$ cat config.mk
export PLATFORM = sky130hd
export DESIGN_NAME = bccr_regs
export DESIGN_NICKNAME = d
export VERILOG_FILES = /design/src/pkg/bccr_pkg.sv /design/src/rtl/bccr_chip_reset.sv /design/src/rtl/bccr_regs.sv
export SDC_FILE = /design/constraint.sdc
export NUM_CORES = 1
export LEC_CHECK = 0
export ABC_AREA = 0
export ABC_CLOCK_PERIOD_IN_PS = 1800
export BUFFER_PORTS_ARGS = -buffer_cell sky130_fd_sc_hd__buf_2
export CAP_MARGIN = 0
export CORE_UTILIZATION = 45
export DETAILED_ROUTE_END_ITERATION = 7
export HOLD_SLACK_MARGIN = 0.06
export PLACE_DENSITY = 0.82
export SYNTH_ARGS = -nofsm -noshare
export SYNTH_HDL_FRONTEND = slang
export SYNTH_SLANG_ARGS = --single-unit
$ cat constraint.sdc
create_clock -name i_clk -period 1.8 [get_ports i_clk]
set_clock_uncertainty 0.05 [all_clocks]
set_input_delay 0.45 -clock i_clk [delete_from_list [all_inputs] [get_ports i_clk]]
set_output_delay 0.45 -clock i_clk [all_outputs]
set_load 0.05 [all_outputs]
$ cat src/pkg/bccr_pkg.sv
// Register map, field layout and reset values of the bridge capability registers.
// Assumes a 32-bit configuration access port with byte offsets.
package bccr_pkg;
    localparam logic [7:0] ADDR_TIMEOUT = 8'h80;
    localparam logic [7:0] ADDR_SLOT_CAP = 8'hB0;
    localparam logic [7:0] ADDR_POWER_CAP = 8'hDC;
    localparam logic [7:0] ADDR_POWER_CTRL = 8'hE0;
    localparam logic [7:0] ADDR_LAST_CAP = 8'hE4;

    localparam logic [15:0] TIMEOUT_RESET = 16'h8000;

    localparam logic [7:0] CAP_ID_POWER = 8'h01;
    localparam logic [7:0] CAP_ID_GRAPHICS = 8'h02;
    localparam logic [7:0] CAP_ID_VPD = 8'h03;
    localparam logic [7:0] CAP_ID_SLOT = 8'h04;
    localparam logic [7:0] CAP_ID_MSI = 8'h05;
    localparam logic [7:0] CAP_ID_HOT_SWAP = 8'h06;

    localparam logic [7:0] NEXT_LINK_END = 8'h00;
    localparam logic [7:0] POWER_NEXT_LINK = 8'h0B;
    localparam logic [2:0] POWER_REVISION = 3'h1;

    localparam logic [4:0] SLOT_NUM_RESET = 5'h00;
    localparam logic [7:0] CHASSIS_RESET = 8'h00;

    localparam logic [1:0] PSTATE_D0 = 2'h0;
    localparam logic [1:0] PSTATE_D1 = 2'h1;
    localparam logic [1:0] PSTATE_D2 = 2'h2;
    localparam logic [1:0] PSTATE_D3 = 2'h3;

    localparam int CHIP_RESET_CYCLES = 4;

    typedef struct packed {
        logic [7:0] addr;
        logic [31:0] wdata;
        logic wr;
        logic rd;
    } bccr_req_t;

    typedef struct packed {
        logic [7:0] chassis;
        logic [1:0] reserved;
        logic first_in_chassis;
        logic [4:0] slot_number;
        logic [7:0] next_link;
        logic [7:0] identifier;
    } bccr_slot_word_t;

    typedef struct packed {
        logic [4:0] wake_support;
        logic d2_support;
        logic d1_support;
        logic [2:0] reserved;
        logic dev_init;
        logic aux_power;
        logic wake_clock;
        logic [2:0] revision;
        logic [7:0] next_link;
        logic [7:0] identifier;
    } bccr_power_cap_word_t;

    typedef struct packed {
        logic [15:0] upper;
        logic wake_status;
        logic [1:0] data_scale;
        logic [3:0] data_select;
        logic wake_enable;
        logic [5:0] reserved;
        logic [1:0] power_state;
    } bccr_power_ctrl_word_t;
endpackage : bccr_pkg

$ cat src/rtl/bccr_chip_reset.sv
// Stretches a one-cycle chip reset request into a fixed-length internal reset pulse.
// Assumes the request comes from the register bank in the same clock domain.
`timescale 1ns/1ps
module bccr_chip_reset #(
    parameter int CYCLES = bccr_pkg::CHIP_RESET_CYCLES
) (
    input wire logic i_clk,
    input wire logic i_reset,
    input wire logic i_request,
    output logic o_chip_reset
);
    localparam int CW = $clog2(CYCLES + 1);
    logic [CW-1:0] count_q;

    initial begin
        if (CYCLES < 1) begin
            $error("CYCLES must be at least one");
        end
    end

    always_ff @(posedge i_clk) begin
        if (i_reset) begin
            count_q <= '0;
        end else if (i_request) begin
            count_q <= CW'(CYCLES);
        end else if (count_q != '0) begin
            count_q <= count_q - 1'b1;
        end
    end

    always_ff @(posedge i_clk) begin
        if (i_reset) begin
            o_chip_reset <= 1'b0;
        end else begin
            o_chip_reset <= i_request || (count_q > CW'(1));
        end
    end
endmodule : bccr_chip_reset

$ cat src/rtl/bccr_regs.sv
// Configuration register group of a bridge: master timeouts, slot identification,
// power management capability and the terminating capability header.
// Assumes a single-clock master that never issues read and write together.
//
// Contract
// - Primary master timeout is a 16-bit RW field in bits 15:0, reset 8000h.
// - Secondary master timeout is a 16-bit RW field in bits 31:16, reset 8000h.
// - The slot last_cap_identifier byte is read-only and returns the slot identification code.
// - The slot capability next link is read-only and returns 00h for the documented straps.
// - Slot number bits 20:16 and chassis number bits 31:24 are RW and reset to zero.
// - The first-in-chassis flag at bit 21 is RW and resets to zero.
// - Bits 23:22 of the slot word are reserved and read zero.
// - The power last_cap_identifier byte is read-only and returns 01h.
// - The power capability next link is read-only and points at the slot capability; the code returns 0Bh, not the slot offset B0h.
// - The power management revision field in bits 18:16 reads 001.
// - Wake, auxiliary power, init, reserved, D1, D2 and wake support bits read zero.
// - The 2-bit power state field is RW, shows the current state, and resets to D0.
// - A write of an unimplemented power state completes but leaves the field unchanged.
// - A write moving the power state from D3 to D0 resets the chip, not the secondary bus.
// - Reserved, wake enable, data select, data scale and wake status bits read zero.
// - The final capability header has a read-only ID and a next link of 00h.
//
// The implementer's own choice: the plain strobed port.
`timescale 1ns/1ps
module bccr_regs #(
    parameter logic [7:0] LAST_CAP_ID = bccr_pkg::CAP_ID_HOT_SWAP,
    parameter int RESET_CYCLES = bccr_pkg::CHIP_RESET_CYCLES
) (
    input wire logic i_clk,
    input wire logic i_reset,
    input wire logic [7:0] i_addr,
    input wire logic [31:0] i_wdata,
    input wire logic i_wr,
    input wire logic i_rd,
    input wire logic i_mode_strap_zero,
    input wire logic i_mode_strap_one,
    output logic [31:0] o_rdata,
    output logic [15:0] o_primary_timeout,
    output logic [15:0] o_secondary_timeout,
    output logic [1:0] o_power_state,
    output logic o_chip_reset,
    output logic o_secondary_bus_reset
);
    bccr_pkg::bccr_req_t req;
    logic [15:0] prim_timeout_q;
    logic [15:0] sec_timeout_q;
    logic [4:0] slot_number_q;
    logic first_in_chassis_q;
    logic [7:0] chassis_q;
    logic [1:0] power_state_q;
    logic chip_reset_req_d;
    logic chip_reset;
    logic bank_reset;
    logic [7:0] slot_next_link;
    logic pstate_ok;
    bccr_pkg::bccr_slot_word_t slot_word;
    bccr_pkg::bccr_power_cap_word_t power_cap_word;
    bccr_pkg::bccr_power_ctrl_word_t power_ctrl_word;
    logic [31:0] rdata_d;
    logic sel_timeout;
    logic sel_slot;
    logic sel_power_cap;
    logic sel_power_ctrl;
    logic sel_last_cap;
    logic wr_timeout;
    logic wr_slot;
    logic wr_power_ctrl;
    logic pstate_write;
    logic leaving_d3;

    initial begin
        if (RESET_CYCLES < 1) begin
            $error("RESET_CYCLES must be at least one");
        end
        if (LAST_CAP_ID == bccr_pkg::NEXT_LINK_END) begin
            $error("LAST_CAP_ID must not be the reserved code");
        end
        if (LAST_CAP_ID > bccr_pkg::CAP_ID_HOT_SWAP) begin
            $error("LAST_CAP_ID must be a defined capability code");
        end
    end

    assign req.addr = i_addr;
    assign req.wdata = i_wdata;
    assign req.wr = i_wr;
    assign req.rd = i_rd;

    // Internal chip reset reloads every field register like the external reset
    assign bank_reset = i_reset || chip_reset;

    // One select per mapped word; an unmapped offset selects nothing and reads zero
    always_comb begin
        sel_timeout = 1'b0;
        sel_slot = 1'b0;
        sel_power_cap = 1'b0;
        sel_power_ctrl = 1'b0;
        sel_last_cap = 1'b0;
        if (req.addr == bccr_pkg::ADDR_TIMEOUT) begin
            sel_timeout = 1'b1;
        end else if (req.addr == bccr_pkg::ADDR_SLOT_CAP) begin
            sel_slot = 1'b1;
        end else if (req.addr == bccr_pkg::ADDR_POWER_CAP) begin
            sel_power_cap = 1'b1;
        end else if (req.addr == bccr_pkg::ADDR_POWER_CTRL) begin
            sel_power_ctrl = 1'b1;
        end else if (req.addr == bccr_pkg::ADDR_LAST_CAP) begin
            sel_last_cap = 1'b1;
        end
    end

    // Only words with writable fields get a write enable
    assign wr_timeout = req.wr && sel_timeout;
    assign wr_slot = req.wr && sel_slot;
    assign wr_power_ctrl = req.wr && sel_power_ctrl;
    // Writes of 01 or 10 never reach the field
    assign pstate_write = wr_power_ctrl && pstate_ok;
    // Only a write that starts from D3 may wake the chip
    assign leaving_d3 = wr_power_ctrl && power_state_q == bccr_pkg::PSTATE_D3;

    always_ff @(posedge i_clk) begin
        if (bank_reset) begin
            prim_timeout_q <= bccr_pkg::TIMEOUT_RESET;
        end else if (wr_timeout) begin
            prim_timeout_q <= req.wdata[15:0];
        end
    end

    always_ff @(posedge i_clk) begin
        if (bank_reset) begin
            sec_timeout_q <= bccr_pkg::TIMEOUT_RESET;
        end else if (wr_timeout) begin
            sec_timeout_q <= req.wdata[31:16];
        end
    end

    always_ff @(posedge i_clk) begin
        if (bank_reset) begin
            slot_number_q <= bccr_pkg::SLOT_NUM_RESET;
            chassis_q <= bccr_pkg::CHASSIS_RESET;
        end else if (wr_slot) begin
            slot_number_q <= req.wdata[20:16];
            chassis_q <= req.wdata[31:24];
        end
    end

    always_ff @(posedge i_clk) begin
        if (bank_reset) begin
            first_in_chassis_q <= 1'b0;
        end else if (wr_slot) begin
            first_in_chassis_q <= req.wdata[21];
        end
    end

    // Only D0 and D3 are accepted
    assign pstate_ok = (req.wdata[1:0] == bccr_pkg::PSTATE_D0)
        || (req.wdata[1:0] == bccr_pkg::PSTATE_D3);

    // Power state holds the current state
    always_ff @(posedge i_clk) begin
        if (bank_reset) begin
            power_state_q <= bccr_pkg::PSTATE_D0;
        end else if (pstate_write) begin
            power_state_q <= req.wdata[1:0];
        end
    end

    // D3 to D0 requests chip reset
    always_comb begin
        chip_reset_req_d = leaving_d3 && req.wdata[1:0] == bccr_pkg::PSTATE_D0;
    end

    bccr_chip_reset #(
        .CYCLES(RESET_CYCLES)
    ) u_chip_reset (
        .i_clk(i_clk),
        .i_reset(i_reset),
        .i_request(chip_reset_req_d),
        .o_chip_reset(chip_reset)
    );

    // Next link ends the list for the listed straps
    always_comb begin
        if (i_mode_strap_zero || i_mode_strap_one) begin
            slot_next_link = bccr_pkg::NEXT_LINK_END;
        end else begin
            // Strap combination not covered; the list still ends here
            slot_next_link = bccr_pkg::NEXT_LINK_END;
        end
    end

    always_comb begin
        slot_word = '0;
        slot_word.identifier = bccr_pkg::CAP_ID_SLOT;
        slot_word.next_link = slot_next_link;
        slot_word.slot_number = slot_number_q;
        slot_word.first_in_chassis = first_in_chassis_q;
        slot_word.reserved = 2'h0;
        slot_word.chassis = chassis_q;
    end

    always_comb begin
        power_cap_word = '0;
        power_cap_word.identifier = bccr_pkg::CAP_ID_POWER;
        power_cap_word.next_link = bccr_pkg::POWER_NEXT_LINK;
        power_cap_word.revision = bccr_pkg::POWER_REVISION;
        power_cap_word.wake_clock = 1'b0;
        power_cap_word.aux_power = 1'b0;
        power_cap_word.dev_init = 1'b0;
        power_cap_word.reserved = 3'h0;
        power_cap_word.d1_support = 1'b0;
        power_cap_word.d2_support = 1'b0;
        power_cap_word.wake_support = 5'h00;
    end

    always_comb begin
        power_ctrl_word = '0;
        power_ctrl_word.power_state = power_state_q;
        power_ctrl_word.reserved = 6'h00;
        power_ctrl_word.wake_enable = 1'b0;
        power_ctrl_word.data_select = 4'h0;
        power_ctrl_word.data_scale = 2'h0;
        power_ctrl_word.wake_status = 1'b0;
    end

    // Read-only fields come only from constants
    always_comb begin
        if (sel_timeout) begin
            rdata_d = {sec_timeout_q, prim_timeout_q};
        end else if (sel_slot) begin
            rdata_d = slot_word;
        end else if (sel_power_cap) begin
            rdata_d = power_cap_word;
        end else if (sel_power_ctrl) begin
            rdata_d = power_ctrl_word;
        end else if (sel_last_cap) begin
            rdata_d = {16'h0000, bccr_pkg::NEXT_LINK_END, LAST_CAP_ID};
        end else begin
            rdata_d = 32'h0000_0000;
        end
    end

    // Read data stands only in the cycle after the strobe
    // The chip reset leaves this alone so an answer already launched still arrives
    always_ff @(posedge i_clk) begin
        if (i_reset) begin
            o_rdata <= 32'h0000_0000;
        end else if (req.rd) begin
            o_rdata <= rdata_d;
        end else begin
            o_rdata <= 32'h0000_0000;
        end
    end

    assign o_primary_timeout = prim_timeout_q;
    assign o_secondary_timeout = sec_timeout_q;
    assign o_power_state = power_state_q;
    assign o_chip_reset = chip_reset;
    assign o_secondary_bus_reset = 1'b0;
endmodule : bccr_regs

==> impl_metrics.tcl, run 1 <==
set metrics [dict create \
    status "complete, no violations" \
    synth_fa_ha_area_share_pct 1.50 \
    grt_pass1_wl_mm 12.4 \
    fin_util_pct 61.9 \
    cts_setup_buffers 0 \
    cts_buffers 9 \
    finalCriticalPeriod_ps 1630 \
    hpwlAfterDp_mm 5.51 \
    rows 30 \
    synth_area_leaders "dfxtp_1 (50%), mux2i_1 (14%), nand2_1 (8.9%)" \
    fmax_ghz 0.613 \
    synth_compound_area_share_pct 6.50 \
    synth.distinct_cells 48 \
    cts_max_path_buffers 2 \
    ant_nets 0 \
    synth_top_cell_area_share_pct 50.5 \
    dr.first_iter.drc_count 122 \
    crit_start "i_addr[2]" \
    ys_ff_latch 84 \
    synthArstFlopShare_pct 0 \
    final_area_um2 4320 \
    synth.most_common_cell "dfxtp_1" \
    worstPathArrival_ps 1840 \
    dieArea_um2 7750 \
    yosys_warnings 0 \
    crit_fanout 18 \
    coreArea_um2 6980 \
    cts_hold_buf 0 \
    fillers 617 \
    synthSimpleGateAreaFrac_pct 21.8 \
    finalNetCount 510 \
    grt_max_degree 80 \
    antenna_found_initial 0 \
    gp_congestion 0.796 \
    wirelength_mm 7.89 \
    clkSinkCount 84 \
    die_w_um 88.0 \
    criticalPathCategory "input pin to flip-flop" \
    wl_per_cell_um 14.1 \
    power.density_nw_per_um2 941 \
    hold_viol 0 \
    synth_top_cell_by_area "dfxtp_1" \
    synth_edf_count 0 \
    drt_first_pass_iters 4 \
    cts_tree "done" \
    synthTopCellsByCount "dfxtp_1 (84), nand2_1 (79), mux2i_1 (47)" \
    r2r-end "o_rdata[2]$_SDFF_PP0_" \
    required_ps 2010 \
    p_leak_nw 2.02 \
    setup_viol 0 \
    cts_resized 0 \
    synth_flop_cell "dfxtp_1" \
    syn2layout_area_growth_pct 29.8 \
    drv_cap 0 \
    hold_class "input pin to flip-flop" \
    worstRegToRegCells 3 \
    yosysSeqAreaShare_pct 50.5 \
    synth_top_family_by_area "simple AND/OR/NAND/NOR gates" \
    grt_pass1_vias 2658 \
    n_antenna_cell 0 \
    grt_usage_pct 21.0 \
    via_per_inst 5.04 \
    finalWorstSetupSlack_ps 169 \
    synth_area_um2 3330 \
    crit_path_end "o_secondary_timeout[7]$_SDFFE_PP0P_" \
    htreeDepth 3 \
    timing.reg2reg.setup_slack_ps 310 \
    initial_core_util_pct 47.7 \
    setup.worst_path.end_class "flip-flop" \
    crit_path_start_kind "input pin" \
    io_buffers 110 \
    finalMaxSlewViolations 0 \
    synthXorXnorAreaFrac_pct 0.263 \
    r2r-start "o_primary_timeout[2]$_SDFFE_PP0P_" \
    rsz0062_at_grt "no" \
    clk_latency_ps 340 \
    hold_depth 3 \
    fin_crit_sh_pct 90.6 \
    clockRootBuffer "clkbuf_8" \
    synth.area.mux_share_pct 14.1 \
    drc 0 \
    post-place-ws_ps -184 \
    max-vdd-ir-drop_mv 0.457 \
    die_y_um 88.0 \
    via_count 2828 \
    grt.overflow.total 0 \
    clk_pin_slew_ps 90 \
    drive_gt1_share_pct 34.0 \
    placed_area_um2 4090 \
    synth.net_count 393 \
    syn_area_per_cell_um2 9.71 \
    syn_inst 343 \
    ios 114 \
]
## sequential cells by signal, indices dropped and copies added, names as in the netlist
signal / flops
first_in_chassis_q: 1
slot_number_q: 5
o_rdata: 32
o_power_state: 2
u_chip_reset.o_chip_reset: 1
chassis_q: 8
u_chip_reset.count_q: 3
o_primary_timeout: 16
o_secondary_timeout: 16
## report_power, final
group	leakage [nW]	switching (mW)	total [mW]	internal (mW)
clock network	0.120	0.669	1.53	0.863
registers	0.677	0.0362	1.93	1.90
logic	1.22	0.384	0.601	0.217
total	2.02	1.09	4.07	2.98
## worst max-delay path: stages
cell,delay (ps)
buf_2,100
or4_4,560
nor3_4,280
buf_12,220
mux2i_1,210
## layout by cell type, fill, tap and decap left out, types with 2 or more instances in the layout
cell,netlist,routed
buf_2,5,110
dfxtp_1,84,84
nand2_1,79,79
mux2i_1,47,47
nor2_1,17,16
buf_4,1,15
a22oi_1,13,13
and2_1,12,12
clkbuf_8,0,11
inv_1,7,7
buf_12,2,5
nand3_1,4,4
ha_1,4,4
nand2b_1,3,3
nor4_1,3,3
and3_1,3,3
a21oi_1,3,3
a21o_1,3,3
o21ai_0,3,3
a31oi_1,3,3
nor3_4,1,2
and4b_2,2,2
and4b_1,2,2
nor3b_1,2,2
nand4b_1,2,2
nor3_1,2,2
bufinv_16,0,2
## cell type report
class                      count  area (um^2)  area share [%]
timing repair buffer         130          763            17.7
multi-input combinational    228         1500            34.6
clock buffer                  11          151            3.50
clock inverter                 5         82.6            1.91
tap                           96          120            2.78
inverter                       7         26.3           0.608
sequential                    84         1680            38.9
## through the flow
step	total power, mW	instances	hold slack, ps	setup TNS (ps)
5_1_grt	4.25	561	279	0
2_1_floorplan	2.38	343	384	-1120
6_report	4.07	561	293	0
3_5_place_dp	2.57	545	397	-5500
3_3_place_gp	2.54	545	393	-4570
4_1_cts	4.10	561	279	0
## worst min path at each step
stage | from | endpoint | slack (ps)
floorplan | slot_number_q[0]$_SDFFE_PP0P_ | slot_number_q[0]$_SDFFE_PP0P_ | 380
global placement | slot_number_q[4]$_SDFFE_PP0P_ | slot_number_q[4]$_SDFFE_PP0P_ | 390
detailed placement | slot_number_q[4]$_SDFFE_PP0P_ | slot_number_q[4]$_SDFFE_PP0P_ | 400
CTS | i_wdata[10] | o_primary_timeout[10]$_SDFFE_PP0P_ | 280
global route | i_wdata[10] | o_primary_timeout[10]$_SDFFE_PP0P_ | 280
finish | i_wdata[10] | o_primary_timeout[10]$_SDFFE_PP0P_ | 290
## kinds of logic after synthesis
kind of cell | after synthesis
other cells | 1
compound gates | 31
fa+ha+maj | 4
simple gates | 144
buf+inv | 31
flops | 84
xor+xnor | 1
mux | 47
## routing by layer
layer / routed length (um) / vias up / track usage (%)
met2: 3980 / 90 / 35.1
met4: 130 / 0 / 10.7
met1: 3420 / 1333 / 25.7
met5: 0 / - / 0
met3: 359 / 11 / 4.43
li1: - / 1394 / -
Power figures use the tool's default switching activity.
==> run 2, diff against run 1 <==
--- a/config.mk
+++ b/config.mk
@@ -7,12 +7,12 @@
 export LEC_CHECK = 0
 export ABC_AREA = 0
 export ABC_CLOCK_PERIOD_IN_PS = 1800
-export BUFFER_PORTS_ARGS = -buffer_cell sky130_fd_sc_hd__buf_2
 export CAP_MARGIN = 0
-export CORE_UTILIZATION = 45
+export CORE_UTILIZATION = 50
 export DETAILED_ROUTE_END_ITERATION = 7
+export DONT_BUFFER_PORTS = 1
 export HOLD_SLACK_MARGIN = 0.06
-export PLACE_DENSITY = 0.82
+export PLACE_DENSITY = 0.74
 export SYNTH_ARGS = -nofsm -noshare
 export SYNTH_HDL_FRONTEND = slang
 export SYNTH_SLANG_ARGS = --single-unit
==> impl_metrics.tcl, run 2 (synthesized netlist as in run 1, its figures left out) <==
set metrics [dict create \
    grt_usage_pct 20.6 \
    via_per_inst 5.53 \
    via_count 2371 \
    coreArea_um2 6390 \
    rows 29 \
    fillers 564 \
    final_cell_mix "dfxtp_1 (84), nand2_1 (79), mux2i_1 (47), nor2_1 (16), a22oi_1 (13)" \
    grt_pass1_vias 2310 \
    switchingPower_mw 1.05 \
    clkSinkCount 84 \
    dr.first_iter.drc_count 126 \
    final_area_um2 3740 \
    gp_congestion 0.847 \
    finalNetCount 397 \
    drc 0 \
    crit_fanout 3 \
    cts_buffers 9 \
    swShare_pct 25.7 \
    ios 114 \
    drv_cap 0 \
    initial_core_util_pct 52.2 \
    final_cells 429 \
    clk_pin_slew_ps 90 \
    combinationalPowerShare_pct 12.3 \
    status "complete, no violations" \
    antenna_found_initial 0 \
    syn2layout_area_growth_pct 12.3 \
    fin_crit_sh_pct 86.4 \
    dieArea_um2 6990 \
    max-vdd-ir-drop_mv 0.938 \
    hpwlAfterDp_mm 4.80 \
    wirelength_mm 6.99 \
    p_leak_nw 1.47 \
    power.density_nw_per_um2 1090 \
    required_ps 1300 \
    largest_register_ffs 32 \
    regMostFlops "o_rdata" \
    ant_nets 0 \
    relSlewSlack_pct 61.3 \
    drive_gt1_share_pct 12.8 \
    crit_path_start_kind "flip-flop" \
    worstRegToRegCells 3 \
    criticalPathCategory "flip-flop to output pin" \
    cts_hold_buf 0 \
    worstPathArrival_ps 1060 \
    clk_latency_ps 360 \
    setup_viol 0 \
    cts_tree "done" \
    p_clk_share_pct 40.2 \
    cp.depth 0 \
    die_w_um 83.6 \
    rsz0062_at_grt "no" \
    placedCellCount 413 \
    tns_ps 0 \
    hold_depth 1 \
    grt.overflow.total 0 \
    cts_max_path_buffers 2 \
    hold_class "input pin to flip-flop" \
    grt_pass1_wl_mm 11.4 \
    clockRootBuffer "clkbuf_8" \
    htreeDepth 3 \
    placed_area_um2 3490 \
    grt_max_degree 80 \
    wl_per_cell_um 16.3 \
    final_common_cell "dfxtp_1" \
    finalMaxSlewViolations 0 \
    finalCriticalPeriod_ps 1560 \
    hold_viol 0 \
    die_y_um 83.6 \
    cts_resized 0 \
    fmax_ghz 0.643 \
    internal_power_mw 3.04 \
    seqPwrFrac_pct 47.5 \
    n_antenna_cell 0 \
    cts_setup_buffers 0 \
    setup.worst_path.end_class "output pin" \
    drt_first_pass_iters 5 \
    io_buffers 0 \
    worst_pin_slew_ps 579 \
]
[run 2: cell count changes in the layout (fill, tap and decap cells not counted)]
| cell | delta |
|---|---|
| bufinv_16 | +1 |
| buf_2 | -110 |
| clkbuf_8 | -1 |
| inv_6 | -1 |
| clkinvlp_4 | +1 |
| buf_4 | -3 |
[run 2: final timing paths]
| check | from | endpoint | slack [ps] |
|---|---|---|---|
| max | o_primary_timeout[1]$_SDFFE_PP0P_ | o_primary_timeout[1] | 240 |
| min | i_reset | u_chip_reset.o_chip_reset$_SDFF_PP0_ | 100 |
| max reg2reg | o_primary_timeout[2]$_SDFFE_PP0P_ | o_rdata[2]$_SDFF_PP0_ | 370 |
| min reg2reg | slot_number_q[4]$_SDFFE_PP0P_ | slot_number_q[4]$_SDFFE_PP0P_ | 420 |
[run 2: area by class of cell]
| cell class | count | area, um^2 | area share [%] |
|---|---|---|---|
| clock inverter | 6 | 111 | 2.98 |
| tap | 77 | 96.3 | 2.58 |
| timing repair buffer | 17 | 190 | 5.09 |
| clock buffer | 10 | 138 | 3.68 |
| sequential | 84 | 1680 | 45.0 |
| multi-input combinational | 228 | 1500 | 40.0 |
| inverter | 7 | 26.3 | 0.703 |
[run 2: metrics by stage]
step | power [mW] | hold slack [ps] | util [%] | setup WS, ps
after floorplan | 2.38 | 384 | - | -56.1
after global placement | 2.47 | 393 | 54.7 | 5.45
after detailed placement | 2.49 | 404 | 54.7 | -37.7
after CTS | 4.12 | 78.6 | 58.6 | 222
after global routing | 4.27 | 77.3 | 58.6 | 207
final | 4.09 | 96.6 | 58.6 | 244
[run 2: per-layer routing]
metal	track usage, %	share of wire, %
met3	7.12	7.1
met2	31.3	46
met5	0	0
met1	26.3	45
met4	9.55	2.0
[run 2: power groups by stage]
stage	logic (mW)	registers (mW)	clock network, mW
finish	0.502	1.94	1.64
global route	0.570	1.95	1.75
CTS	0.507	1.94	1.67
detailed placement	0.506	1.98	0
global placement	0.487	1.98	0
floorplan	0.372	2.01	0
==> run 3, diff against run 2 <==
--- a/config.mk
+++ b/config.mk
@@ -15,4 +15,5 @@
 export PLACE_DENSITY = 0.74
 export SYNTH_ARGS = -nofsm -noshare
 export SYNTH_HDL_FRONTEND = slang
+export SYNTH_HIERARCHICAL = 1
 export SYNTH_SLANG_ARGS = --single-unit
==> impl_metrics.tcl, run 3 <==
set metrics [dict create \
    status "complete, no violations" \
    cts_max_path_buffers 2 \
    grt_pass1_vias 2320 \
    synth_area_um2 3300 \
    grt.overflow.total 0 \
    synth_edf_count 0 \
    ant_nets 0 \
    synth_flop_cell "dfxtp_1" \
    drv_cap 0 \
    r2r-end "o_rdata[0]$_SDFF_PP0_" \
    fin_crit_sh_pct 85.8 \
    clk_pin_slew_ps 80 \
    final_cell_mix "dfxtp_1 (84), nand2_1 (78), mux2i_1 (46), nor2_1 (22)" \
    largest_register_ffs 32 \
    synth.net_count 391 \
    synth_top_cell_area_share_pct 51.0 \
    syn_inst 341 \
    worstRegToRegCells 3 \
    max-vdd-ir-drop_mv 0.594 \
    cts_tree "done" \
    hold_end "u_chip_reset/count_q[2]$_SDFFE_PP0P_" \
    synth.distinct_cells 46 \
    p_total_mw 3.77 \
    grt_usage_pct 20.8 \
    initial_core_util_pct 52.0 \
    crit_fanout 3 \
    final_common_cell "dfxtp_1" \
    grt_pass1_wl_mm 11.3 \
    antenna_found_initial 0 \
    cts_resized 0 \
    cts_setup_buffers 0 \
    cts_buffers 9 \
    setup_viol 0 \
    hold_viol 0 \
    drt_first_pass_iters 4 \
    drc 0 \
    clk_latency_ps 360 \
    grt_max_degree 65 \
    via_count 2360 \
    required_ps 1300 \
    criticalPathCategory "flip-flop to output pin" \
    cts_hold_buf 0 \
    finalMaxSlewViolations 0 \
    hold_class "input pin to flip-flop" \
    ys_ff_latch 84 \
    yosys_warnings 6 \
    via_per_inst 5.51 \
    yosysSeqAreaShare_pct 51.0 \
    rows 29 \
    worstPathArrival_ps 1040 \
    wl_per_cell_um 16.0 \
    fillers 550 \
    n_antenna_cell 0 \
    min-delay-start "i_reset" \
    dr.first_iter.drc_count 157 \
    syn2layout_area_growth_pct 11.2 \
    p_leak_nw 1.42 \
    wirelength_mm 6.86 \
    holdWs_ps 112 \
    regMostFlops "o_rdata" \
    htreeDepth 3 \
    coreArea_um2 6350 \
    setup.worst_path.end_class "output pin" \
    synth_top_cell_by_area "dfxtp_1" \
    placedCellCount 413 \
    relSlewSlack_pct 61.3 \
    worst_pin_slew_ps 579 \
    die_y_um 83.2 \
    io_buffers 0 \
    timing.reg2reg.setup_slack_ps 310 \
    syn_area_per_cell_um2 9.68 \
    crit_path_start_kind "flip-flop" \
    hpwlAfterDp_mm 4.81 \
    dieArea_um2 6930 \
    drive_gt1_share_pct 12.3 \
    clkSinkCount 84 \
    fmax_ghz 0.647 \
    ios 114 \
    hold_depth 1 \
    r2r-start "o_primary_timeout[0]$_SDFFE_PP0P_" \
    finalNetCount 397 \
    synth_area_leaders "dfxtp_1 (51%), mux2i_1 (14%), nand2_1 (8.9%)" \
    clockRootBuffer "clkbuf_8" \
    finalCriticalPeriod_ps 1540 \
    gp_congestion 0.830 \
    die_w_um 83.2 \
    rsz0062_at_grt "no" \
    synthArstFlopShare_pct 0 \
    final_cells 428 \
    power.density_nw_per_um2 1030 \
    synth.most_common_cell "dfxtp_1" \
    synthTopCellsByCount "dfxtp_1 (84), nand2_1 (78), mux2i_1 (46)" \
]
==> run 3: cells by family after synthesis <==
| family | after synthesis | share of synthesized area (%) |
|---|---|---|
| other | 1 | 0.114 |
| XOR/XNOR | 1 | 0.266 |
| AO/OA/AOI/OAI | 31 | 6.90 |
| adder cells (fa/ha/maj) | 4 | 1.52 |
| AND/OR/NAND/NOR | 146 | 22.0 |
| multiplexers | 46 | 14.0 |
| buffers and inverters | 28 | 4.29 |
| flip-flops | 84 | 51.0 |
==> run 3: power breakdown <==
group	leakage, nW	switching (mW)	internal (mW)	total (mW)
clock network	0.0894	0.647	0.635	1.28
registers	0.677	0.0430	1.90	1.94
logic	0.653	0.346	0.205	0.551
total	1.42	1.04	2.74	3.77
==> run 3: worst max-delay path by stage <==
stage                                       start                                  end  slack, ps  depth (start not counted)
6_report       o_primary_timeout[15]$_SDFFE_PP1P_                o_primary_timeout[15]        260                          0
5_1_grt         o_primary_timeout[0]$_SDFFE_PP0P_                o_rdata[0]$_SDFF_PP0_        210                          3
4_1_cts        o_primary_timeout[15]$_SDFFE_PP1P_                o_primary_timeout[15]        250                          0
3_5_place_dp                            i_addr[1]  o_secondary_timeout[3]$_SDFFE_PP0P_        -30                          4
3_3_place_gp                            i_addr[1]  o_secondary_timeout[6]$_SDFFE_PP0P_          5                          4
2_1_floorplan                           i_addr[1]   o_primary_timeout[10]$_SDFFE_PP0P_        -60                          6
==> run 3: area by class of cell <==
type	count	area, um^2	share of cell area (%)
Multi-Input combinational cell	229	1510	41.1
Inverter	6	22.5	0.614
Timing Repair Buffer	17	178	4.84
Clock inverter	4	51.3	1.40
Sequential cell	84	1680	45.8
Tap cell	77	96.3	2.63
Clock buffer	11	131	3.58
==> run 3: per-stage QoR <==
stage	TNS, ps	area [um^2]	setup WS [ps]	util [%]
6_report	0	3670	255	57.8
5_1_grt	0	3670	214	57.8
4_1_cts	0	3670	248	57.8
3_5_place_dp	-231	3490	-34.1	54.9
3_3_place_gp	0	3490	4.93	54.9
2_1_floorplan	-650	3340	-65.0	-
==> run 3: per-layer routing <==
layer	track usage, %	vias to the layer above	part of all wire, %
met5	0	-	0
met4	9.09	0	1.2
met3	7.36	5	7.0
met2	32.6	85	49
met1	25.7	1112	43
li1	-	1158	-
